**src/bwm_pkg.sv**
```systemverilog
/*
 * Constants shared by the debug event block: register offsets, field
 * positions, reset values and instruction encodings.
 * Assumes a 32-bit AHB-Lite register bus and one core clock.
 */
package bwm_pkg;
    localparam logic [7:0]  BWM_OFF_BP_VALUE   = 8'h00;
    localparam logic [7:0]  BWM_OFF_BP_CONTROL = 8'h04;
    localparam logic [7:0]  BWM_OFF_WP_VALUE   = 8'h08;
    localparam logic [7:0]  BWM_OFF_WP_CONTROL = 8'h0c;
    localparam logic [7:0]  BWM_OFF_CATCH_CTRL = 8'h10;
    localparam logic [7:0]  BWM_OFF_HYP_CONFIG = 8'h14;
    localparam logic [7:0]  BWM_OFF_STATUS     = 8'h18;
    localparam logic [7:0]  BWM_OFF_EFF_COUNT  = 8'h1c;
    // Control fields: enable bit 0, byte select from bit 5, link from 16
    localparam int          BWM_CTL_EN_BIT     = 0;
    localparam int          BWM_CTL_CTX_BIT    = 1;
    localparam int          BWM_CTL_LINKED_BIT = 2;
    localparam int          BWM_CTL_BAS_LSB    = 5;
    localparam int          BWM_CTL_LBN_LSB    = 16;
    localparam int          BWM_CTL_MASK_LSB   = 24;
    localparam logic [3:0]  BWM_BAS_HI_HALF    = 4'hc;
    localparam logic [3:0]  BWM_BAS_ALL        = 4'hf;
    localparam logic [3:0]  BWM_BAS_NONE       = 4'h0;
    localparam logic [7:0]  BWM_WBAS_ALL       = 8'hff;
    localparam logic [4:0]  BWM_MASK_NONE      = 5'h00;
    localparam logic [3:0]  BWM_COND_ALWAYS    = 4'he;
    localparam logic [31:0] BWM_RST_WORD       = 32'h00000000;
    localparam logic [4:0]  BWM_RST_HYP_COUNTER_PARTITION       = 5'h1f;
    localparam logic [3:0]  BWM_EL_NONE        = 4'h0;
    localparam int          BWM_LBN_W          = 4;
    localparam int          BWM_HYP_COUNTER_PARTITION_W         = 5;
    // Unknown value shown in link field when link target is bad
    localparam logic [3:0]  BWM_LBN_UNKNOWN    = 4'hf;
    typedef enum logic [1:0] {
        BWM_INSTR_OTHER,
        BWM_INSTR_SOFT_BP,
        BWM_INSTR_HALT
    } bwm_instr_t;
endpackage

```
**src/bwm_addr_match.sv**
```systemverilog
/*
 * Breakpoint address match for one fetched instruction.
 * Assumes the core presents a halfword-aligned fetch address each cycle.
 */
module bwm_addr_match
    import bwm_pkg::*;
(
    input  wire logic [31:0] bp_value,
    input  wire logic [3:0]  bp_bas,
    input  wire logic        bp_en,
    input  wire logic [31:0] pc,
    input  wire logic        compact,
    input  wire logic        length_flag,
    output logic             hit
);
    logic        word_same;
    logic        lo_half;
    logic        hi_half;
    always_comb begin
        word_same = (pc[31:2] == bp_value[31:2]);
        lo_half   = word_same && !pc[1] && (bp_bas[1:0] != 2'b00);
        hi_half   = word_same && pc[1] && (bp_bas[3:2] != 2'b00);
        hit       = 1'b0;
        // Zero byte select never matches
        if (bp_en && (bp_bas != BWM_BAS_NONE)) begin
            if (compact) begin
                // Instruction at value plus two with full select
                hit = hi_half || lo_half;
            end else if (bp_bas == BWM_BAS_HI_HALF) begin
                // Fixed-width, upper lanes only
                hit = word_same && !length_flag;
            end else if (lo_half) begin
                hit = 1'b1;
            end else begin
                // Second halfword only
                hit = word_same && (bp_bas[3:2] != 2'b00) && !length_flag;
            end
        end
    end
endmodule

```
**src/bwm_debug_events.sv**
```systemverilog
/*
 * Debug event logic: breakpoint and watchpoint matching,
 * unconditional soft breakpoint and halt, exception catch, counter partition field.
 * Assumes a single AHB-Lite master and a core that reports one
 * instruction and one data access per cycle.
 */
// The register offsets and the AHB-Lite register port are this design's own decisions.
module bwm_debug_events
    import bwm_pkg::*;
#(
    parameter int NUM_BP      = 4,
    parameter int NUM_COUNTER = 6
) (
    input  wire logic        REF_CLK,
    input  wire logic        NRST,
    input  wire logic        HSEL,
    input  wire logic [31:0] HADDR,
    input  wire logic [1:0]  HTRANS,
    input  wire logic        HWRITE,
    input  wire logic [2:0]  HSIZE,
    input  wire logic [31:0] HWDATA,
    input  wire logic        HREADY,
    output logic [31:0]      HRDATA,
    output logic             HREADYOUT,
    output logic             HRESP,
    input  wire logic        INSTR_VALID,
    input  wire logic [31:0] INSTR_PC,
    input  wire logic        INSTR_COMPACT,
    input  wire logic        INSTR_LENGTH_FLAG,
    input  wire bwm_pkg::bwm_instr_t INSTR_KIND,
    input  wire logic [3:0]  INSTR_COND,
    input  wire logic        INSTR_COND_PASS,
    input  wire logic        INSTR_CTX_SYNC,
    input  wire logic        INSTR_IS_BARRIER,
    input  wire logic [1:0]  CUR_EL,
    input  wire logic        NONSECURE,
    input  wire logic        HALT_ALLOWED,
    input  wire logic        DATA_VALID,
    input  wire logic [31:0] DATA_ADDR,
    input  wire logic [7:0]  DATA_LANES,
    output logic             BP_EVENT,
    output logic             WP_EVENT,
    output logic [7:0]       WP_BYTE,
    output logic             SOFT_BP_TAKEN,
    output logic             HALT_TAKEN,
    output logic             CATCH_HALT,
    output logic [4:0]       EFF_COUNTERS
);
    import bwm_pkg::*;

    typedef enum logic [1:0] {
        BWM_WP_IDLE,
        BWM_WP_SPLIT
    } bwm_wp_state_t;

    function automatic logic [7:0] bwm_low_bit(input logic [7:0] v);
        bwm_low_bit = v & (~v + 8'h01);
    endfunction

    function automatic logic link_ok(input logic [3:0] n,
                                     input logic [31:0] ctl_of_bp0,
                                     input int nbp);
        link_ok = (32'(n) < 32'(nbp)) && (n == 4'h0)
                  && ctl_of_bp0[BWM_CTL_CTX_BIT];
    endfunction

    // Register file
    logic [31:0]   bp_value_reg, bp_value_next;
    logic [31:0]   bp_ctl_reg, bp_ctl_next;
    logic [31:0]   wp_value_reg, wp_value_next;
    logic [31:0]   wp_ctl_reg, wp_ctl_next;
    logic [3:0]    catch_reg, catch_next;
    logic [4:0]    hyp_counter_partition_reg, hyp_counter_partition_next;
    logic [7:0]    wr_addr_reg, wr_addr_next;
    logic          wr_pend_reg, wr_pend_next;
    logic [31:0]   rdata_reg, rdata_next;
    // Event state
    logic          bp_ev_reg, bp_ev_next;
    logic          wp_ev_reg, wp_ev_next;
    logic [7:0]    wp_byte_reg, wp_byte_next;
    logic [7:0]    wp_left_reg, wp_left_next;
    bwm_wp_state_t wp_st_reg, wp_st_next;
    logic          sbp_reg, sbp_next;
    logic          hlt_reg, hlt_next;
    logic          catch_pend_reg, catch_pend_next;
    logic          catch_halt_reg, catch_halt_next;
    logic [4:0]    eff_reg, eff_next;
    logic [7:0]    status_reg, status_next;

    logic          bus_take;
    logic          bp_hit;
    logic          bp_link_bad;
    logic          wp_link_bad;
    logic          wp_addr_hit;
    logic [7:0]    wp_lanes_eff;
    logic [7:0]    wp_hits;
    logic [7:0]    wp_first;
    logic [3:0]    lbn_show;
    logic          catch_level;
    logic [4:0]    hyp_counter_partition_eff;

    assign bus_take  = HSEL && HREADY && HTRANS[1];
    assign HREADYOUT = 1'b1;
    assign HRESP     = 1'b0;
    assign HRDATA    = rdata_reg;

    bwm_addr_match u_match (
        .bp_value    (bp_value_reg),
        .bp_bas      (bp_ctl_reg[BWM_CTL_BAS_LSB +: 4]),
        .bp_en       (bp_ctl_reg[BWM_CTL_EN_BIT]),
        .pc          (INSTR_PC),
        .compact     (INSTR_COMPACT),
        .length_flag (INSTR_LENGTH_FLAG),
        .hit         (bp_hit)
    );

    always_comb begin
        // Linked to missing or non-context-aware breakpoint
        bp_link_bad = bp_ctl_reg[BWM_CTL_LINKED_BIT] && !link_ok(
            bp_ctl_reg[BWM_CTL_LBN_LSB +: BWM_LBN_W], bp_ctl_reg, NUM_BP);
        wp_link_bad = wp_ctl_reg[BWM_CTL_LINKED_BIT] && !link_ok(
            wp_ctl_reg[BWM_CTL_LBN_LSB +: BWM_LBN_W], bp_ctl_reg, NUM_BP);
        lbn_show = wp_link_bad ? BWM_LBN_UNKNOWN
                 : wp_ctl_reg[BWM_CTL_LBN_LSB +: BWM_LBN_W];
        // Masked watchpoint ignores byte select
        if (wp_ctl_reg[BWM_CTL_MASK_LSB +: 5] != BWM_MASK_NONE) begin
            wp_lanes_eff = BWM_WBAS_ALL;
            wp_addr_hit  = ((DATA_ADDR ^ wp_value_reg) >>
                           wp_ctl_reg[BWM_CTL_MASK_LSB +: 5]) == 32'h0;
        end else begin
            wp_lanes_eff = wp_ctl_reg[BWM_CTL_BAS_LSB +: 8];
            wp_addr_hit  = DATA_ADDR[31:3] == wp_value_reg[31:3];
        end
        wp_hits = (DATA_VALID && wp_addr_hit && wp_ctl_reg[BWM_CTL_EN_BIT]
                   && !wp_link_bad) ? (wp_lanes_eff & DATA_LANES) : 8'h00;
        catch_level = catch_reg[CUR_EL];
        // Five bits stored, clamped only in NS EL1/EL0
        if (NONSECURE && (CUR_EL < 2'd2) &&
            (32'(hyp_counter_partition_reg) > 32'(NUM_COUNTER))) begin
            hyp_counter_partition_eff = 5'(NUM_COUNTER);
        end else begin
            hyp_counter_partition_eff = hyp_counter_partition_reg;
        end
    end

    // Bus register next state
    always_comb begin
        bp_value_next = bp_value_reg;
        bp_ctl_next   = bp_ctl_reg;
        wp_value_next = wp_value_reg;
        wp_ctl_next   = wp_ctl_reg;
        catch_next    = catch_reg;
        hyp_counter_partition_next     = hyp_counter_partition_reg;
        wr_pend_next  = bus_take && HWRITE;
        wr_addr_next  = bus_take ? HADDR[7:0] : wr_addr_reg;
        rdata_next    = rdata_reg;
        if (wr_pend_reg) begin
            case (wr_addr_reg)
                BWM_OFF_BP_VALUE:   bp_value_next = HWDATA;
                BWM_OFF_BP_CONTROL: bp_ctl_next   = HWDATA;
                BWM_OFF_WP_VALUE:   wp_value_next = HWDATA;
                BWM_OFF_WP_CONTROL: wp_ctl_next   = HWDATA;
                BWM_OFF_CATCH_CTRL: catch_next    = HWDATA[3:0];
                BWM_OFF_HYP_CONFIG: hyp_counter_partition_next     = HWDATA[4:0];
                default: ;
            endcase
        end
        if (bus_take && !HWRITE) begin
            case (HADDR[7:0])
                BWM_OFF_BP_VALUE:   rdata_next = bp_value_reg;
                BWM_OFF_BP_CONTROL: rdata_next = {bp_ctl_reg[31:20],
                    bp_link_bad ? BWM_LBN_UNKNOWN : bp_ctl_reg[19:16],
                    bp_ctl_reg[15:0]};
                BWM_OFF_WP_VALUE:   rdata_next = wp_value_reg;
                BWM_OFF_WP_CONTROL: rdata_next = {wp_ctl_reg[31:20],
                    lbn_show, wp_ctl_reg[15:0]};
                BWM_OFF_CATCH_CTRL: rdata_next = {28'h0, catch_reg};
                // Raw value, no clamp
                BWM_OFF_HYP_CONFIG: rdata_next = {27'h0, hyp_counter_partition_reg};
                BWM_OFF_STATUS:     rdata_next = {24'h0, status_reg};
                BWM_OFF_EFF_COUNT:  rdata_next = {27'h0, eff_reg};
                default:            rdata_next = BWM_RST_WORD;
            endcase
        end
    end

    // Event next state
    always_comb begin
        bp_ev_next      = INSTR_VALID && bp_hit && !bp_link_bad;
        // Condition field ignored for both instructions
        sbp_next        = INSTR_VALID && (INSTR_KIND == BWM_INSTR_SOFT_BP);
        hlt_next        = INSTR_VALID && (INSTR_KIND == BWM_INSTR_HALT);
        catch_pend_next = catch_pend_reg;
        catch_halt_next = 1'b0;
        // Halt at the next context sync instruction that is not a barrier
        if (catch_pend_reg && INSTR_VALID && INSTR_CTX_SYNC &&
            !INSTR_IS_BARRIER) begin
            catch_halt_next = 1'b1;
            catch_pend_next = 1'b0;
        end
        // A fresh catch outranks the clear, so none is lost
        if (INSTR_VALID && catch_level && HALT_ALLOWED) begin
            catch_pend_next = 1'b1;
        end
        if (!HALT_ALLOWED) begin
            catch_pend_next = 1'b0;
        end
        eff_next     = hyp_counter_partition_eff;
        wp_ev_next   = 1'b0;
        wp_byte_next = 8'h00;
        wp_left_next = wp_left_reg;
        wp_st_next   = wp_st_reg;
        // One event per byte, a lane each cycle
        case (wp_st_reg)
            BWM_WP_IDLE: begin
                wp_first = bwm_low_bit(wp_hits);
                if (wp_hits != 8'h00) begin
                    wp_ev_next   = 1'b1;
                    wp_byte_next = wp_first;
                    wp_left_next = wp_hits & ~wp_first;
                    if ((wp_hits & ~wp_first) != 8'h00) begin
                        wp_st_next = BWM_WP_SPLIT;
                    end
                end
            end
            BWM_WP_SPLIT: begin
                wp_first     = bwm_low_bit(wp_left_reg);
                wp_ev_next   = 1'b1;
                wp_byte_next = wp_first;
                wp_left_next = wp_left_reg & ~wp_first;
                if ((wp_left_reg & ~wp_first) == 8'h00) begin
                    wp_st_next = BWM_WP_IDLE;
                end
            end
            default: begin
                wp_first   = 8'h00;
                wp_st_next = BWM_WP_IDLE;
            end
        endcase
        status_next = {3'h0, catch_pend_reg, catch_halt_reg, hlt_reg,
                       wp_ev_reg, bp_ev_reg};
    end

    always_ff @(posedge REF_CLK or negedge NRST) begin
        if (!NRST) begin
            bp_value_reg   <= BWM_RST_WORD;
            bp_ctl_reg     <= BWM_RST_WORD;
            wp_value_reg   <= BWM_RST_WORD;
            wp_ctl_reg     <= BWM_RST_WORD;
            catch_reg      <= BWM_EL_NONE;
            hyp_counter_partition_reg       <= BWM_RST_HYP_COUNTER_PARTITION;
            wr_addr_reg    <= 8'h00;
            wr_pend_reg    <= 1'b0;
            rdata_reg      <= BWM_RST_WORD;
            bp_ev_reg      <= 1'b0;
            wp_ev_reg      <= 1'b0;
            wp_byte_reg    <= 8'h00;
            wp_left_reg    <= 8'h00;
            wp_st_reg      <= BWM_WP_IDLE;
            sbp_reg        <= 1'b0;
            hlt_reg        <= 1'b0;
            catch_pend_reg <= 1'b0;
            catch_halt_reg <= 1'b0;
            eff_reg        <= 5'h00;
            status_reg     <= 8'h00;
        end else begin
            bp_value_reg   <= bp_value_next;
            bp_ctl_reg     <= bp_ctl_next;
            wp_value_reg   <= wp_value_next;
            wp_ctl_reg     <= wp_ctl_next;
            catch_reg      <= catch_next;
            hyp_counter_partition_reg       <= hyp_counter_partition_next;
            wr_addr_reg    <= wr_addr_next;
            wr_pend_reg    <= wr_pend_next;
            rdata_reg      <= rdata_next;
            bp_ev_reg      <= bp_ev_next;
            wp_ev_reg      <= wp_ev_next;
            wp_byte_reg    <= wp_byte_next;
            wp_left_reg    <= wp_left_next;
            wp_st_reg      <= wp_st_next;
            sbp_reg        <= sbp_next;
            hlt_reg        <= hlt_next;
            catch_pend_reg <= catch_pend_next;
            catch_halt_reg <= catch_halt_next;
            eff_reg        <= eff_next;
            status_reg     <= status_next;
        end
    end

    assign BP_EVENT      = bp_ev_reg;
    assign WP_EVENT      = wp_ev_reg;
    assign WP_BYTE       = wp_byte_reg;
    assign SOFT_BP_TAKEN = sbp_reg;
    assign HALT_TAKEN    = hlt_reg;
    assign CATCH_HALT    = catch_halt_reg;
    assign EFF_COUNTERS  = eff_reg;
endmodule

```
**config.mk**
```make
export PLATFORM = sky130hd
export DESIGN_NAME = bwm_debug_events
export DESIGN_NICKNAME = d
export VERILOG_FILES = /design/src/bwm_pkg.sv /design/src/bwm_addr_match.sv /design/src/bwm_debug_events.sv
export SDC_FILE = /design/constraint.sdc
export NUM_CORES = 1
export LEC_CHECK = 0
export BUFFER_PORTS_ARGS = -buffer_cell sky130_fd_sc_hd__buf_2
export CAP_MARGIN = 20
export CELL_PAD_IN_SITES_DETAIL_PLACEMENT = 2
export CELL_PAD_IN_SITES_GLOBAL_PLACEMENT = 2
export CORE_ASPECT_RATIO = 0.5
export CORE_MARGIN = 2
export CORE_UTILIZATION = 36
export DETAILED_ROUTE_END_ITERATION = 12
export PLACE_DENSITY = 0.89
export SETUP_SLACK_MARGIN = 0.1
export SYNTH_ARGS = -nofsm -noshare
export SYNTH_HDL_FRONTEND = slang
export SYNTH_SLANG_ARGS = --single-unit
```
**constraint.sdc**
```tcl
create_clock -name REF_CLK -period 4.3 [get_ports REF_CLK]
set_clock_uncertainty 0.15 [all_clocks]
set_input_delay 0.43 -clock REF_CLK [delete_from_list [all_inputs] [get_ports REF_CLK]]
set_output_delay 0.43 -clock REF_CLK [all_outputs]
set_load 0.02 [all_outputs]
```
==> impl_metrics.env <==
export IMPL_synth_common_cells="dfrtp_1, mux2_2, nor2_1"
export IMPL_die_area_mm2=0.03166
export IMPL_rsz0062_at_grt="no"
export IMPL_htreeDepth=1
export IMPL_ant_nets=0
export IMPL_cts_tree="built"
export IMPL_status="complete, no violations"
export IMPL_hold_viol=0
export IMPL_wl_per_cell_um=33.95
export IMPL_clk_latency_ns=0.55
export IMPL_min_delay_start="HADDR[6]"
export IMPL_dr_pass1_iters=6
export IMPL_grt_pass1_wl_um=74420
export IMPL_timing_rr_end="wp_left_reg[6]"
export IMPL_synth_top_cells_by_area="dfrtp_1, mux2_2, xnor2_1"
export IMPL_cp_end_kind="register"
export IMPL_crit_path_start_kind="register"
export IMPL_ios=215
export IMPL_reg2reg_slack_ns=0.45
export IMPL_drive_gt1_frac=0.3654
export IMPL_multi_input_area_mm2=0.005370
export IMPL_start_util=0.3702
export IMPL_place_port_buffers=178
export IMPL_grt_usage=0.3122
export IMPL_syn_instance_count=962
export IMPL_syn_to_final_growth_pct=20.49
export IMPL_tightest_slew_ns=1.354
export IMPL_ir_drop_uv=209.9
export IMPL_die_h_um=126.8
export IMPL_clock_path_buffers=3
export IMPL_drc=0
export IMPL_slew_viol_final=0
export IMPL_via_count=9944
export IMPL_place_congestion=0.8698
export IMPL_drv_cap=0
export IMPL_grt_max_degree=95
export IMPL_seq_area_frac_synth=0.4844
export IMPL_synth_area_mm2=0.01086
export IMPL_syn_num_nets=1125
export IMPL_cts_sinks=210
export IMPL_hold_depth=2
export IMPL_die_w_um=249.6
export IMPL_leakage_uw=0.005760
export IMPL_cts_buffers=22
export IMPL_synth_avg_cell_area_um2=11.29
export IMPL_fillerInstances=2957
export IMPL_row_count=44
export IMPL_regArea_mm2=0.005261
export IMPL_placed_area_mm2=0.01224
export IMPL_power_uw=5272
export IMPL_synth_edf_count=0
export IMPL_setup_tns_ns=0
export IMPL_reg2regPathDepth=10
export IMPL_cp_required_ns=4.55
export IMPL_dpl_hpwl_um=32120
export IMPL_ys_types=73
export IMPL_vias_per_cell=6.391
export IMPL_cp_max_fo=25
export IMPL_holdPathEnd="wr_addr_reg[6]"
export IMPL_critPathKind="register to register"
export IMPL_r2r_start="wp_ctl_reg[25]"
export IMPL_fin_crit_sh=0.8965
export IMPL_synth_top_cell_area_share=0.4723
export IMPL_final_cell_area_mm2=0.01309
export IMPL_max_slew_margin_rel=0.08930
export IMPL_fin_nets=1304
export IMPL_fin_crit_ns=3.855
export IMPL_clock_root_buffer="clkbuf_16"
export IMPL_grt_overflow_total=0
export IMPL_critPathArrivalTime_ns=4.11
export IMPL_core_mm2=0.02934
export IMPL_drt_iter0_markers=1030
export IMPL_hold_path_class="input port to register"
export IMPL_clk_pin_slew_ns=0.07
export IMPL_yosysMostFrequentCell="dfrtp_1"
export IMPL_p_per_area_mw_per_mm2=402.8
export IMPL_ys_ff_latch=210
export IMPL_routed_wl_um=52830
export IMPL_synthFlopType="dfrtp_1"
export IMPL_yosysWarnings=0
export IMPL_netlist_top_cell_by_area="dfrtp_1"
export IMPL_grt_pass1_vias=10790
export IMPL_ys_async_sr_fraction=1.000
export IMPL_timing_fmax_ghz=0.2594
export IMPL_antenna_found_initial=7
export IMPL_setup_violations_final=0
-- cell families after synthesis --
logic type	count (synthesis)	synth area share
other	2	0.0006914
multiplexers	174	0.1887
flip-flops	210	0.4844
buffers and inverters	64	0.02373
adder cells (fa/ha/maj)	2	0.001843
AO/OA/AOI/OAI	212	0.1407
XOR/XNOR	73	0.05886
AND/OR/NAND/NOR	225	0.1011
-- placed cells by master (no fill, tap or decap), drive strengths merged, types with 5 or more instances in the layout --
master	synthesis	layout
nor3	12	12
nand2	51	51
xnor2	49	49
dlygate4sd3	0	7
o31ai	5	5
a32o	5	5
nor2	72	72
o21ai	38	38
nand3	18	18
clkbuf	38	31
a211oi	6	6
dfstp	5	5
o22ai	11	11
nor2b	5	5
o2bb2ai	6	6
and2	6	6
nand2b	9	9
buf	14	199
dfrtp	205	205
a21oi	12	12
inv	12	12
nand4	11	11
o41ai	5	5
nor4	10	10
or2	8	8
mux2	153	153
a22oi	52	52
diode	0	10
mux4	9	9
xor2	24	24
mux2i	12	12
a221oi	8	8
a31oi	27	27
-- report_power, final --
part | switching (uW) | internal [uW]
Sequential | 190 | 2120
Clock | 940 | 1150
Combinational | 554 | 322
Total | 1680 | 3590
-- layer usage --
layer / up-vias / GRT usage / routed length, um
met5: - / 0 / 23
met3: 232 / 0.06177 / 3958
met1: 5198 / 0.3764 / 20020
li1: 3958 / - / -
met2: 552 / 0.5415 / 25470
met4: 4 / 0.1492 / 3364
-- layout make-up --
cell class	instances	area share
Tap cell	391	0.03738
Timing Repair Buffer	207	0.08862
Inverter	12	0.003442
Sequential cell	210	0.4020
Clock inverter	8	0.008126
Clock buffer	30	0.04818
Antenna cell	10	0.001912
Multi-Input combinational cell	688	0.4103
-- how the worst max path moves through the flow --
stage / to / slack [ns] / start
6_report: wp_left_reg[6] / 0.45 / wp_ctl_reg[25]
5_1_grt: wp_left_reg[6] / 0.22 / wp_ctl_reg[25]
4_1_cts: wp_left_reg[6] / 0.51 / wp_ctl_reg[25]
3_5_place_dp: wp_left_reg[6] / 0.58 / DATA_ADDR[29]
3_3_place_gp: wp_left_reg[6] / 0.73 / DATA_ADDR[29]
2_1_floorplan: wp_left_reg[2] / 1.13 / wp_ctl_reg[24]
-- timing repair --
item | in CTS | in global routing
hold buffers | 7 | 0
hold endpoints to repair | 92 | 0
buffers inserted | 0 | 0
endpoints found under the setup margin | 0 | 0
resized for setup | 0 | 0
-- stage by stage --
stage          setup WS [ns]  instances  hold WS, ns    util
4_1_cts               0.5056       1545     0.004535  0.4445
2_1_floorplan          1.131        962     -0.01559       -
3_3_place_gp          0.7307       1500       0.2072  0.4170
5_1_grt               0.2249       1554      0.01690  0.4458
3_5_place_dp          0.5773       1500       0.2135  0.4170
6_report              0.4451       1556     0.009068  0.4460
-- worst max-delay path, stage by stage (launching register included) --
cell and delay (ns):
dfrtp_1 0.53, buf_4 0.36, nor2b_1 0.30, a22oi_1 0.17
o211ai_2 0.28, mux2i_1 0.12, or4_4 0.53, a2111oi_4 0.33
o21ai_2 0.21, nor3_1 0.58, o2bb2ai_1 0.15
Power figures use the tool's default switching activity.
